$ cat src/misc_ctrl_pkg.sv
// Shared constants and types for the miscellaneous control register group.
package misc_ctrl_pkg;
    localparam int ADDR_BITS = 12;
    localparam int GPIO_LINES = 3;
    // Register indexes; the byte address is four times the index.
    localparam logic [7:0] IDX_DIR = 8'h3A;
    localparam logic [7:0] IDX_IO = 8'h3B;
    localparam logic [7:0] IDX_SW = 8'h3C;
    localparam logic [7:0] IDX_AUX1 = 8'h3D;
    localparam logic [7:0] IDX_AUX2 = 8'h3E;
    localparam logic [7:0] IDX_AUX3 = 8'h3F;
    localparam logic [7:0] IDX_PINMODE = 8'h40;
    localparam logic [7:0] IDX_STATUS = 8'h41;
    // Values after reset.
    localparam logic [7:0] RST_DIR = 8'h00;
    localparam logic [7:0] RST_IO = 8'h00;
    localparam logic [7:0] RST_SW = 8'h00;
    localparam logic [7:0] RST_AUX1 = 8'h00;
    localparam logic [7:0] RST_AUX2 = 8'h40;
    localparam logic [7:0] RST_AUX3 = 8'h00;
    localparam logic [7:0] RST_PINMODE = 8'h00;
    // Writable bits; all others are fixed zero.
    localparam logic [7:0] MASK_DIR = 8'h07;
    localparam logic [7:0] MASK_IO = 8'h07;
    localparam logic [7:0] MASK_SW = 8'h7F;
    localparam logic [7:0] MASK_AUX1 = 8'h27;
    localparam logic [7:0] MASK_AUX2 = 8'h68;
    localparam logic [7:0] MASK_AUX3 = 8'h40;
    localparam logic [7:0] MASK_PINMODE = 8'h01;
    // Field positions.
    localparam int SW_CODEC = 6;
    localparam int SW_LOOP = 5;
    localparam int SW_PXC = 4;
    localparam int SW_B2 = 2;
    localparam int SW_B1 = 0;
    localparam int AUX1_SOFT_RESET_HOLD = 5;
    localparam int AUX1_PD = 2;
    localparam int AUX1_OPS = 0;
    localparam int AUX2_SRC = 6;
    localparam int AUX2_LC = 5;
    localparam int AUX2_SPU = 3;
    localparam int AUX3_POL = 6;
    localparam int PIN_IRQ0 = 0;
    localparam int SHARED_LINE = 2;
    // Timing.
    localparam int CLK_NS = 40;
    localparam int SOFT_RESET_HOLD_HOLD_NS = 1000000;
    localparam int SOFT_RESET_HOLD_HOLD_CYC = (SOFT_RESET_HOLD_HOLD_NS + CLK_NS - 1) / CLK_NS;
    localparam int PHASE1_NS = 260;
    localparam int PHASE2_NS = 520;
    localparam int PHASE3_NS = 1040;
    localparam int PHASE1_CYC = (PHASE1_NS + CLK_NS - 1) / CLK_NS;
    localparam int PHASE2_CYC = (PHASE2_NS + CLK_NS - 1) / CLK_NS;
    localparam int PHASE3_CYC = (PHASE3_NS + CLK_NS - 1) / CLK_NS;
    localparam logic [1:0] RESP_OKAY = 2'h0;
    localparam logic [1:0] RESP_SLVERR = 2'h2;
    localparam logic [7:0] IDLE_OCTET = 8'hFF;

    typedef enum logic [1:0] {route_l2_l1, route_l1_pcm, route_pcm_l2} route_sel_t;
    typedef enum logic {pwr_awake, pwr_asleep} pwr_state_t;
    typedef struct packed {
        logic [7:0] l1;
        logic [7:0] l2;
        logic [7:0] pcm;
    } b_octets_t;
endpackage

$ cat src/b_channel_router.sv
// One B channel switch point joining layer 1/GCI, layer 2 and a PCM port.
`timescale 1ns/100ps
`default_nettype none
module b_channel_router (
    input wire logic aclk,
    input wire logic rst_n,
    input wire logic [1:0] sel,
    input var misc_ctrl_pkg::b_octets_t rx,
    output misc_ctrl_pkg::b_octets_t tx
);
    // Each octet arriving from one side is passed to the side the code pairs it with.
    // The unpaired side sends idle octets.
    always_ff @(posedge aclk) begin
        if (!rst_n) begin
            tx <= '{default: misc_ctrl_pkg::IDLE_OCTET};
        end else begin
            unique case (sel)
                misc_ctrl_pkg::route_l2_l1: begin
                    tx <= '{l1: rx.l2, l2: rx.l1, pcm: misc_ctrl_pkg::IDLE_OCTET};
                end
                misc_ctrl_pkg::route_l1_pcm: begin
                    tx <= '{l1: rx.pcm, l2: misc_ctrl_pkg::IDLE_OCTET, pcm: rx.l1};
                end
                misc_ctrl_pkg::route_pcm_l2: begin
                    tx <= '{l1: misc_ctrl_pkg::IDLE_OCTET, l2: rx.pcm, pcm: rx.l2};
                end
                default: begin
                    tx <= '{default: misc_ctrl_pkg::IDLE_OCTET};
                end
            endcase
        end
    end
endmodule
`default_nettype wire

$ cat src/misc_control_registers.sv
// Miscellaneous control registers: I/O lines, B channel switching, reset, power, pins.
//
// The implementer's own choice: the AXI4-Lite interface to the registers.
`timescale 1ns/100ps
`default_nettype none
// Functional notes
// RULE_01 - Reading an I/O data bit returns the present pin level.
// RULE_02 - Written I/O data drives its pin only while the direction bit is 1.
// RULE_03 - Software clears the shared pin mode bit before using that pin as I/O.
// RULE_04 - Codec bus select: 1 puts codec traffic on PCM, 0 on GCI.
// RULE_05 - PCM remote loop feeds transmitted PCM data back into received PCM.
// RULE_06 - Cross-connect 0 pairs PCM1-B1, PCM2-B2; 1 swaps them.
// RULE_07 - B2 code 00 layer2-layer1, 01 layer1-PCM, 10 PCM-layer2.
// RULE_08 - B1 code uses the same coding as B2.
// RULE_09 - Reset bit held 1ms or longer applies a full internal reset.
// RULE_10 - Reset bit never self-clears; software writes 0 to leave reset.
// RULE_11 - Register reads and writes are ignored while the reset bit is 1; the code still takes writes to the reset register.
// RULE_12 - Sleep enable resets to 0; at 1 sleep when line carries no signal.
// RULE_13 - Phase compensation code delays output by 0, 260, 520 or 1040 ns; the code gives 280 ns (7 cycles) for 260.
// RULE_14 - Source 0: indicator low when layer 1 active, high otherwise.
// RULE_15 - Source 1: indicator follows level bit, 0 high and 1 low.
// RULE_16 - Writing 1 to the wake-up bit leaves power-down.
// RULE_17 - Polarity 0 gives open-drain active-low interrupt; 1 active high.
// RULE_18 - Fixed-zero bits read 0 and ignore writes.
module misc_control_registers #(
    parameter int SOFT_RESET_HOLD_HOLD = misc_ctrl_pkg::SOFT_RESET_HOLD_HOLD_CYC
) (
    input wire logic aclk,
    input wire logic aresetn,
    input wire logic [misc_ctrl_pkg::ADDR_BITS-1:0] awaddr,
    input wire logic [2:0] awprot,
    input wire logic awvalid,
    output logic awready,
    input wire logic [31:0] wdata,
    input wire logic [3:0] wstrb,
    input wire logic wvalid,
    output logic wready,
    output logic [1:0] bresp,
    output logic bvalid,
    input wire logic bready,
    input wire logic [misc_ctrl_pkg::ADDR_BITS-1:0] araddr,
    input wire logic [2:0] arprot,
    input wire logic arvalid,
    output logic arready,
    output logic [31:0] rdata,
    output logic [1:0] rresp,
    output logic rvalid,
    input wire logic rready,
    input wire logic [2:0] gpio_line_in,
    output logic [2:0] gpio_line_out,
    output logic [2:0] gpio_line_oe,
    output logic irq0_from_pin,
    input wire logic layer1_active,
    input wire logic line_no_signal,
    output logic sys_clock_run,
    output logic chip_reset_n,
    input wire logic tx_phase_in,
    output logic tx_phase_out,
    output logic activation_indicator_n,
    input wire logic irq_request,
    output logic irq_pin_out,
    output logic irq_pin_oe,
    output logic codec_on_pcm,
    input var misc_ctrl_pkg::b_octets_t [1:0] b_in,
    output misc_ctrl_pkg::b_octets_t [1:0] b_out
);
    logic [7:0] dir, io_data, sw_ctl, aux1, aux2, aux3, pin_mode;
    logic [4:0] sync_a, sync_b;
    logic [31:0] hold_cnt;
    logic soft_applied, int_rst_n, soft_reset_hold, wr_go, rd_go, wr_ok, we, wake_wr;
    logic [7:0] wr_idx, rd_idx, rd_val;
    logic rd_ok;
    logic [misc_ctrl_pkg::PHASE3_CYC-1:0] delay_line;
    misc_ctrl_pkg::pwr_state_t pwr;
    misc_ctrl_pkg::b_octets_t [1:0] rt_rx, rt_tx;

    ////////////////////////////////////////////////////////////////////////////
    // Pin synchronisers: only the second stage is read.
    always_ff @(posedge aclk) begin
        if (!aresetn) begin
            sync_a <= 5'h00;
            sync_b <= 5'h00;
        end else begin
            sync_a <= {line_no_signal, layer1_active, gpio_line_in};
            sync_b <= sync_a;
        end
    end

    ////////////////////////////////////////////////////////////////////////////
    // Bus slave. One write and one read may be outstanding, answered one edge later.
    function automatic logic mapped(input logic [misc_ctrl_pkg::ADDR_BITS-1:0] a);
        mapped = (a[1:0] == 2'h0) && (a[11:10] == 2'h0)
            && (a[9:2] >= misc_ctrl_pkg::IDX_DIR) && (a[9:2] <= misc_ctrl_pkg::IDX_STATUS);
    endfunction

    assign soft_reset_hold = aux1[misc_ctrl_pkg::AUX1_SOFT_RESET_HOLD];
    assign wr_go = awvalid && wvalid && !bvalid;
    assign awready = wr_go;
    assign wready = wr_go;
    assign rd_go = arvalid && !rvalid;
    assign arready = !rvalid;
    assign wr_idx = awaddr[9:2];
    assign rd_idx = araddr[9:2];
    assign wr_ok = mapped(awaddr);
    assign rd_ok = mapped(araddr);
    // The reset register alone stays writable in reset, or software could never leave it.
    // RULE_11 access inhibit
    assign we = wr_go && wr_ok && wstrb[0] && (!soft_reset_hold || wr_idx == misc_ctrl_pkg::IDX_AUX1);
    assign wake_wr = we && wr_idx == misc_ctrl_pkg::IDX_AUX2 && wdata[misc_ctrl_pkg::AUX2_SPU];

    always_ff @(posedge aclk) begin
        if (!aresetn) begin
            bvalid <= 1'b0;
            bresp <= misc_ctrl_pkg::RESP_OKAY;
        end else if (wr_go) begin
            bvalid <= 1'b1;
            bresp <= wr_ok ? misc_ctrl_pkg::RESP_OKAY : misc_ctrl_pkg::RESP_SLVERR;
        end else if (bready) begin
            bvalid <= 1'b0;
        end
    end

    always_comb begin
        rd_val = 8'h00;
        unique case (rd_idx)
            misc_ctrl_pkg::IDX_DIR: rd_val = dir;
            // RULE_01 live pin levels
            misc_ctrl_pkg::IDX_IO: rd_val = {5'h00, sync_b[2:0]};
            misc_ctrl_pkg::IDX_SW: rd_val = sw_ctl;
            misc_ctrl_pkg::IDX_AUX1: rd_val = aux1;
            misc_ctrl_pkg::IDX_AUX2: rd_val = aux2;
            misc_ctrl_pkg::IDX_AUX3: rd_val = aux3;
            misc_ctrl_pkg::IDX_PINMODE: rd_val = pin_mode;
            misc_ctrl_pkg::IDX_STATUS: rd_val = {6'h00, pwr == misc_ctrl_pkg::pwr_asleep, sync_b[3]};
            default: rd_val = 8'h00;
        endcase
    end

    always_ff @(posedge aclk) begin
        if (!aresetn) begin
            rvalid <= 1'b0;
            rdata <= 32'h0000_0000;
            rresp <= misc_ctrl_pkg::RESP_OKAY;
        end else if (rd_go) begin
            rvalid <= 1'b1;
            // RULE_11 reads blanked
            rdata <= (rd_ok && !soft_reset_hold) ? {24'h00_0000, rd_val} : 32'h0000_0000;
            rresp <= rd_ok ? misc_ctrl_pkg::RESP_OKAY : misc_ctrl_pkg::RESP_SLVERR;
        end else if (rready) begin
            rvalid <= 1'b0;
        end
    end

    ////////////////////////////////////////////////////////////////////////////
    // Registers. The masks keep fixed-zero bits at zero whatever is written.
    // RULE_18 masked writes
    always_ff @(posedge aclk) begin
        if (!int_rst_n) begin
            dir <= misc_ctrl_pkg::RST_DIR;
            io_data <= misc_ctrl_pkg::RST_IO;
            sw_ctl <= misc_ctrl_pkg::RST_SW;
            aux2 <= misc_ctrl_pkg::RST_AUX2;
            aux3 <= misc_ctrl_pkg::RST_AUX3;
            pin_mode <= misc_ctrl_pkg::RST_PINMODE;
        end else if (we) begin
            unique case (wr_idx)
                misc_ctrl_pkg::IDX_DIR: dir <= wdata[7:0] & misc_ctrl_pkg::MASK_DIR;
                misc_ctrl_pkg::IDX_IO: io_data <= wdata[7:0] & misc_ctrl_pkg::MASK_IO;
                misc_ctrl_pkg::IDX_SW: sw_ctl <= wdata[7:0] & misc_ctrl_pkg::MASK_SW;
                misc_ctrl_pkg::IDX_AUX2: aux2 <= wdata[7:0] & misc_ctrl_pkg::MASK_AUX2;
                misc_ctrl_pkg::IDX_AUX3: aux3 <= wdata[7:0] & misc_ctrl_pkg::MASK_AUX3;
                misc_ctrl_pkg::IDX_PINMODE: pin_mode <= wdata[7:0] & misc_ctrl_pkg::MASK_PINMODE;
                default: ;
            endcase
        end
    end

    // The reset bit survives its own internal reset; only software or the pin clears it.
    // RULE_10 no self clear
    always_ff @(posedge aclk) begin
        if (!aresetn) begin
            aux1 <= misc_ctrl_pkg::RST_AUX1;
        end else if (we && wr_idx == misc_ctrl_pkg::IDX_AUX1) begin
            aux1 <= wdata[7:0] & misc_ctrl_pkg::MASK_AUX1;
        end else if (!int_rst_n) begin
            aux1 <= aux1 & (8'h01 << misc_ctrl_pkg::AUX1_SOFT_RESET_HOLD);
        end
    end

    ////////////////////////////////////////////////////////////////////////////
    // Software reset: applied once the bit has stood for the hold time.
    // RULE_09 hold then reset
    always_ff @(posedge aclk) begin
        if (!aresetn || !soft_reset_hold) begin
            hold_cnt <= 32'h0000_0000;
            soft_applied <= 1'b0;
        end else begin
            if (hold_cnt < 32'(SOFT_RESET_HOLD_HOLD)) begin
                hold_cnt <= hold_cnt + 32'h0000_0001;
            end
            soft_applied <= hold_cnt >= 32'(SOFT_RESET_HOLD_HOLD - 1);
        end
    end
    assign int_rst_n = aresetn && !soft_applied;
    assign chip_reset_n = int_rst_n;

    ////////////////////////////////////////////////////////////////////////////
    // General-purpose lines; the shared line yields to the interrupt input mode.
    // RULE_02 drive gating
    assign gpio_line_out = io_data[2:0];
    assign gpio_line_oe = dir[2:0] & {~pin_mode[misc_ctrl_pkg::PIN_IRQ0], 2'h3};
    // RULE_03 shared pin mode
    assign irq0_from_pin = pin_mode[misc_ctrl_pkg::PIN_IRQ0] && sync_b[misc_ctrl_pkg::SHARED_LINE];

    ////////////////////////////////////////////////////////////////////////////
    // B channel switching.
    // RULE_04 codec bus
    assign codec_on_pcm = sw_ctl[misc_ctrl_pkg::SW_CODEC];

    for (genvar ch = 0; ch < 2; ch++) begin : g_chan
        localparam int SEL_LSB = (ch == 0) ? misc_ctrl_pkg::SW_B1 : misc_ctrl_pkg::SW_B2;
        logic [1:0] port;
        // RULE_06 cross connect
        assign port = sw_ctl[misc_ctrl_pkg::SW_PXC] ? 2'(1 - ch) : 2'(ch);
        assign rt_rx[ch].l1 = b_in[ch].l1;
        assign rt_rx[ch].l2 = b_in[ch].l2;
        // RULE_05 remote loop
        assign rt_rx[ch].pcm = sw_ctl[misc_ctrl_pkg::SW_LOOP] ? b_out[port[0]].pcm
                                                               : b_in[port[0]].pcm;
        assign b_out[ch] = '{l1: rt_tx[ch].l1, l2: rt_tx[ch].l2, pcm: rt_tx[port[0]].pcm};
        // RULE_07 RULE_08 route codes
        b_channel_router u_router (
            .aclk(aclk),
            .rst_n(int_rst_n),
            .sel(sw_ctl[SEL_LSB +: 2]),
            .rx(rt_rx[ch]),
            .tx(rt_tx[ch])
        );
    end

    ////////////////////////////////////////////////////////////////////////////
    // Automatic power-down. A returning line signal also wakes the clock.
    // RULE_12 RULE_16 sleep and wake
    always_ff @(posedge aclk) begin
        if (!int_rst_n) begin
            pwr <= misc_ctrl_pkg::pwr_awake;
        end else begin
            unique case (pwr)
                misc_ctrl_pkg::pwr_awake: begin
                    if (aux1[misc_ctrl_pkg::AUX1_PD] && sync_b[4] && !wake_wr) begin
                        pwr <= misc_ctrl_pkg::pwr_asleep;
                    end
                end
                misc_ctrl_pkg::pwr_asleep: begin
                    if (wake_wr || !aux1[misc_ctrl_pkg::AUX1_PD] || !sync_b[4]) begin
                        pwr <= misc_ctrl_pkg::pwr_awake;
                    end
                end
            endcase
        end
    end
    assign sys_clock_run = (pwr == misc_ctrl_pkg::pwr_awake);

    ////////////////////////////////////////////////////////////////////////////
    // Output phase compensation as a tapped delay line, rounded up to whole cycles.
    // RULE_13 delay taps
    always_ff @(posedge aclk) begin
        if (!int_rst_n) begin
            delay_line <= '0;
        end else begin
            delay_line <= {delay_line[misc_ctrl_pkg::PHASE3_CYC-2:0], tx_phase_in};
        end
    end

    always_comb begin
        unique case (aux1[misc_ctrl_pkg::AUX1_OPS +: 2])
            2'h0: tx_phase_out = tx_phase_in;
            2'h1: tx_phase_out = delay_line[misc_ctrl_pkg::PHASE1_CYC-1];
            2'h2: tx_phase_out = delay_line[misc_ctrl_pkg::PHASE2_CYC-1];
            2'h3: tx_phase_out = delay_line[misc_ctrl_pkg::PHASE3_CYC-1];
        endcase
    end

    ////////////////////////////////////////////////////////////////////////////
    // Activation indicator and interrupt pin.
    // RULE_14 RULE_15 indicator
    always_ff @(posedge aclk) begin
        if (!int_rst_n) begin
            activation_indicator_n <= 1'b1;
        end else if (aux2[misc_ctrl_pkg::AUX2_SRC]) begin
            activation_indicator_n <= ~aux2[misc_ctrl_pkg::AUX2_LC];
        end else begin
            activation_indicator_n <= ~sync_b[3];
        end
    end

    // Open-drain mode only ever pulls low; the board supplies the high level.
    // RULE_17 polarity
    assign irq_pin_out = aux3[misc_ctrl_pkg::AUX3_POL] && irq_request;
    assign irq_pin_oe = aux3[misc_ctrl_pkg::AUX3_POL] || irq_request;
endmodule
`default_nettype wire

$ cat config.mk
export PLATFORM = sky130hd
export DESIGN_NAME = misc_control_registers
export DESIGN_NICKNAME = d
export VERILOG_FILES = /design/src/misc_ctrl_pkg.sv /design/src/b_channel_router.sv /design/src/misc_control_registers.sv
export SDC_FILE = /design/constraint.sdc
export NUM_CORES = 1
export LEC_CHECK = 0
export BUFFER_PORTS_ARGS = -buffer_cell sky130_fd_sc_hd__buf_2
export CORE_MARGIN = 1.5
export CORE_UTILIZATION = 28
export CTS_BUF_LIST = sky130_fd_sc_hd__clkbuf_4
export CTS_CLUSTER_DIAMETER = 30
export DETAILED_ROUTE_END_ITERATION = 10
export PLACE_DENSITY = 0.5
export SLEW_MARGIN = 20
export SYNTH_ARGS = -nofsm -noshare
export SYNTH_HDL_FRONTEND = slang
export SYNTH_SLANG_ARGS = --single-unit
$ cat constraint.sdc
create_clock -name aclk -period 4 [get_ports aclk]
set_input_delay 0.8 -clock aclk [delete_from_list [all_inputs] [get_ports aclk]]
set_output_delay 0.8 -clock aclk [all_outputs]
set_load 0.1 [all_outputs]
Yosys cells after proc, flatten, opt, wreduce, memory -nomap -nowiden
Cells that the tools add are included.
{ "word_totals": {"inputBits": 128, "output_inout_bits": 103, "register_bits": 179, "wordCells": 145} }
{ "classes": {"n_eq_ne": 23, "reduce_logical": 49, "addsub": 1, "n_lt_le_gt_ge": 8, "n_bitwise": 5, "muxes": 33} }
{ "ops": {"columns": ["cell", "count"], "rows": [
  ["case mux 24 bit (3 select lines)", 2],
  ["two-way mux 8 bit", 15],
  ["equality test 8 x 6 -> 1 bit, second input constant", 12],
  ["case mux 7 bit (8 select lines)", 1],
  ["adder 32 x 1 -> 32 bit, second input constant", 1],
  [">= comparator 32 x 15 -> 1 bit, second input constant", 1],
  ["less-than comparator 32 x 15 -> 1 bit, second input constant", 1],
  ["equality test 8 x 7 -> 1 bit, second input constant", 3],
  ["logical AND 1 bit", 21],
  [">= comparator 8 x 6 -> 1 bit, second input constant", 2],
  ["less-or-equal comparator 8 x 7 -> 1 bit, second input constant", 2],
  ["zero test 2 bit", 7],
  ["AND reduction 2 bit", 6],
  ["two-way mux 1 bit", 9],
  ["equality test 2 bit, second input constant", 4],
  ["zero test 1 bit", 8],
  ["equality test 2 x 1 -> 1 bit, second input constant", 3],
  ["two-way mux 6 bit", 1],
  ["logical OR 1 bit", 5],
  ["less-than comparator 1 x 2 -> 1 bit, second input constant", 2],
  ["two-way mux 2 bit", 2],
  ["inverter 1 bit", 4],
  ["case mux 1 bit (4 select lines)", 1],
  ["nonzero test 2 bit", 2],
  ["4 further kinds", 4]
]} }

Depth between registers and ports, before layout
{ "depth": {"word_depth": 13, "mapped_depth": 7, "ltp_nobuf": 5} }

Modules after synthesis
Synthesis repeated with hierarchy kept, for this count alone.
{ "unflattened": {"hier_cells": 682, "hier_area_um2": 6690.2} }
{ "modules_own_cells": {"columns": ["module", "area_each_um2", "n_inst", "seq_area_each_um2", "cells_per_inst"], "rows": [
  ["misc_control_registers", 4748.3, 1, 2082.0, 502],
  ["b_channel_router", 970.9, 2, 480.5, 90]
]} }

Least setup slack after synthesis
Ideal clock, no wire load.
{ "synth_path": {"kind": "reg-to-reg", "start": "reg bvalid", "end": "reg sw_ctl[6]", "t_arrival_ps": 3090, "path_stages_with_launch": 7, "setup_time_ps": 128, "synth_period_minus_slack_ps": 3218, "n_path_buf": 1, "t_required_ps": 3872, "setup_slack_ps": 782, "path_cell_list": "dfxtp_1 and3b_1 clkbuf_1 nand3_1 nor4_4 mux2i_1 nor2_1"} }
{ "synth_via": {"elab_chain_cells": 6} }
{ "synth_rtl": {"columns": ["element", "line_no", "source"], "rows": [
  ["start, declared", "misc_control_registers.sv:39", "output logic bvalid,"],
  ["start signal, assigned", "misc_control_registers.sv:113", "bvalid <= 1'b0;"],
  ["start signal, assigned", "misc_control_registers.sv:116", "bvalid <= 1'b1;"],
  ["start signal, assigned", "misc_control_registers.sv:119", "bvalid <= 1'b0;"],
  ["zero test 1 bit", "misc_control_registers.sv:97", "assign wr_go = awvalid && wvalid && !bvalid;"],
  ["logical AND 1 bit", "misc_control_registers.sv:97", null],
  ["named net awready", "misc_control_registers.sv:33", "output logic awready,"],
  ["logical AND 1 bit (3 in a row)", "misc_control_registers.sv:108", "assign we = wr_go && wr_ok && wstrb[0] && (!soft_reset_hold || wr_idx == misc_ctrl_pkg::IDX_AUX1);"],
  ["AND reduction 2 bit (no line)", null, null],
  ["end signal, assigned", "misc_control_registers.sv:161", "sw_ctl <= misc_ctrl_pkg::RST_SW;"],
  ["end signal, assigned", "misc_control_registers.sv:169", "misc_ctrl_pkg::IDX_SW: sw_ctl <= wdata[7:0] & misc_ctrl_pkg::MASK_SW;"],
  ["end, declared", "misc_control_registers.sv:67", "logic [7:0] dir, io_data, sw_ctl, aux1, aux2, aux3, pin_mode;"]
]} }
The timed path passes the listed nets, and every way through them passes these cells.
A chain may end at the register's enable or synchronous reset.

==> qor.csv <==
metric,value,unit
Rows,56,
hold_buf cts,0,
Worst setup SP type,register,
Slew Limit Fails,0,
Setup crit end kind,primary output,
Synth area leaders,"dfxtp_1 46%, buf_4 7.0%, mux2i_1 6.6%",
Final Setup Violations,0,
initial core utilization,28.5,%
flop2flop setup slack,1590,ps
first-pass GRT wire length,27400,um
Yosys cell types,54,
GPL Wtd Cong,0.799,
core area,0.0234,mm2
Slew headroom,40.1,%
"flops & latches, synth",152,
drt initial violations,260,
Tmin final,3070,ps
Slew @ Worst Pin,898,ps
Critical Path Start,sw_ctl[4],
RR Startpoint,hold_cnt[24],
FF-to-FF End,hold_cnt[13],
leading area contributor after synthesis,dfxtp_1,
peak supply drop,0.169,mV
Mapped Area,0.00667,mm2
Post-synth EDFFs,0,
Post-Synthesis Cells,733,
Crit path required time,3200,ps
I/O pin count,231,
period utilization,76.8,%
f_max,326,MHz
Detail Route Antenna Nets,0,
TNS Setup,0,ps
final instance area,0.00768,mm2
syn_area_per_cell,9.09,um2
fin worst setup slack,929,ps
gr usage total,14.7,%
post-CTS setup repair buffer count,0,
LEAKAGE,3.00,nW
Max Root-Sink Buffers,2,
# H-tree levels,4,
largest net degree at the start of global routing,50,
DP HPWL,13200,um
post-CTS sizing,0,
die area,0.0247,mm2
Synth top area share,45.6,%
worst min-delay path category,reg2reg,
Crit Path Class,reg2out,
"Seq/Total Area, Yosys",45.6,%
Chip Width,157,um
count of maximum capacitance violations,0,
Via density,4.61,
DP Worst Slack,1230,ps
crit path max fanout,31,
port bufs,169,
Clk Tree Root Cell,clkbuf_4,
crit path to,b_out[1],
Main synth FF type,dfxtp_1,
Pre-antenna DRT Iters,4,
vias in the first global route,5039,
clk slew on worst S/H paths,140,ps
power density cells,374,mW/mm2
Layout area overhead,15.2,%
total gr overflow,0,
status,finished clean,
R2R depth,5,
Routed WL per cell,15.2,um
unrepaired setup endpoints after global routing,false,
worst clock skew,16.3,ps
die height,157,um
via count,5435,
final hold slack,430,ps
CTS buffer count,17,
NumNets Final,977,
initial antenna violation count,1,
Clock Sink Count,152,
Skew-Pair Late Insertion Delay,550,ps
CTS tree,done,
Filler cells,2561,
placed cell area,0.00744,mm2
Total Wirelength,18000,um
Crit path arrival time,2270,ps
warnings from Yosys,0,
async set-reset flop share out of synthesis,0,%
share of layout cells above drive strength 1,27.4,%
Final Hold Fails,0,
DRC,0,
power breakdown:
group / total, mW / switching (mW) / internal [mW]
Combinational: 0.455 / 0.378 / 0.0775
Sequential: 1.55 / 0.00685 / 1.54
Clock: 0.868 / 0.563 / 0.305
Total: 2.87 / 0.948 / 1.92
synthesized netlist by cell type (2+ instances only):
library cell,count
or2_2,2
and3_1,18
buf_2,2
and4_1,2
a31oi_1,3
o21ai_0,46
or4_1,4
buf_1,2
mux2i_1,44
or3_1,5
nor2_1,42
buf_4,62
inv_1,5
clkbuf_1,38
nand4_1,12
nor2b_1,11
mux2_2,19
a21oi_1,11
nor3_2,2
o22ai_1,17
nand3_1,11
nor4_4,2
nor3_1,9
and2_1,40
dfxtp_1,152
o21a_1,2
nor4b_1,3
o211ai_1,32
nand2_1,89
nand2b_1,8
a22oi_1,2
nor4_1,8
o31ai_1,2
xnor2_1,6
cells by family after synthesis:
kind of cell,share of synthesized area (%)
xor gates and xnor gates,0.788
other,0.0563
AOI/OAI and AO/OA,11.4
adders and majority gates,0.188
buffers and inverters,9.67
and+or+nand+nor,22.1
DFF,45.6
muxes,10.2
cell usage in the layout, fill, tap and decap left out, types with 2 or more instances in the layout:
master	count
a21oi_1	11
a22oi_1	2
a31oi_1	3
and2_1	40
and3_1	18
and4_1	2
buf_2	168
buf_4	5
clkbuf_4	18
clkinv_1	2
clkinv_2	3
clkinvlp_4	5
conb_1	27
dfxtp_1	151
inv_1	5
mux2_2	19
mux2i_1	44
nand2_1	89
nand2b_1	8
nand3_1	11
nand4_1	12
nor2_1	42
nor2b_1	11
nor3_1	9
nor3_2	2
nor4_1	8
nor4_4	2
nor4b_1	3
o211ai_1	32
o21a_1	2
o21ai_0	46
o22ai_1	17
o31ai_1	2
or2_2	2
or3_1	5
or4_1	4
xnor2_1	6
metrics by stage:
| stage | power [mW] | std cells | util, % |
|---|---|---|---|
| 2_1_floorplan | 1.97 | 759 | - |
| 3_3_place_gp | 2.04 | 1148 | 31.8 |
| 3_5_place_dp | 2.04 | 1148 | 31.8 |
| 4_1_cts | 2.91 | 1179 | 32.8 |
| 5_1_grt | 2.99 | 1180 | 32.8 |
| 6_report | 2.87 | 1180 | 32.8 |
final cells by class:
type                            instances  area [um2]  share of cell area [%]
Clock buffer                           18         135                    1.76
Inverter                                5        18.8                   0.244
Clock inverter                         13         108                    1.40
Timing Repair Buffer                  174         898                    11.7
Antenna cell                            1        2.50                  0.0326
Multi-Input combinational cell        498        3080                    40.0
Sequential cell                       152        3040                    39.6
Tap cell                              319         399                    5.20
routing by layer:
layer	part of all wire, %	vias up	global-route usage [%]
met5	0	-	0
met4	1.1	0	4.04
met3	7.0	12	4.27
met2	46	190	24.1
met1	46	2524	18.6
li1	-	2709	-
registers in the layout (all words and copies together), names as in the netlist, 3 cells and up:
| signal | count |
|---|---|
| aux1 | 4 |
| aux2 | 3 |
| delay_line | 26 |
| dir | 3 |
| g_chan.u_router.tx | 48 |
| hold_cnt | 32 |
| io_data | 3 |
| rdata | 7 |
| sw_ctl | 7 |
| sync_a | 5 |
| sync_b | 5 |
worst min path at each step:
| stage | from | to | slack, ps | cells after the start |
|---|---|---|---|---|
| 6_report | delay_line[20] | delay_line[21] | 430 | 1 |
| 3_5_place_dp | delay_line[3] | delay_line[4] | 410 | 1 |
| 5_1_grt | gpio_line_in[1] | sync_a[1] | 390 | 2 |
| 3_3_place_gp | delay_line[2] | delay_line[3] | 410 | 1 |
| 4_1_cts | wdata[3] | pwr | 400 | 2 |
| 2_1_floorplan | delay_line[9] | delay_line[10] | 410 | 1 |
critical path, stage by stage, from the launching register on:
cell and delay, ps:
dfxtp_2 930, mux2_2 320, buf_2 440
(Power assumes the default switching activity.)
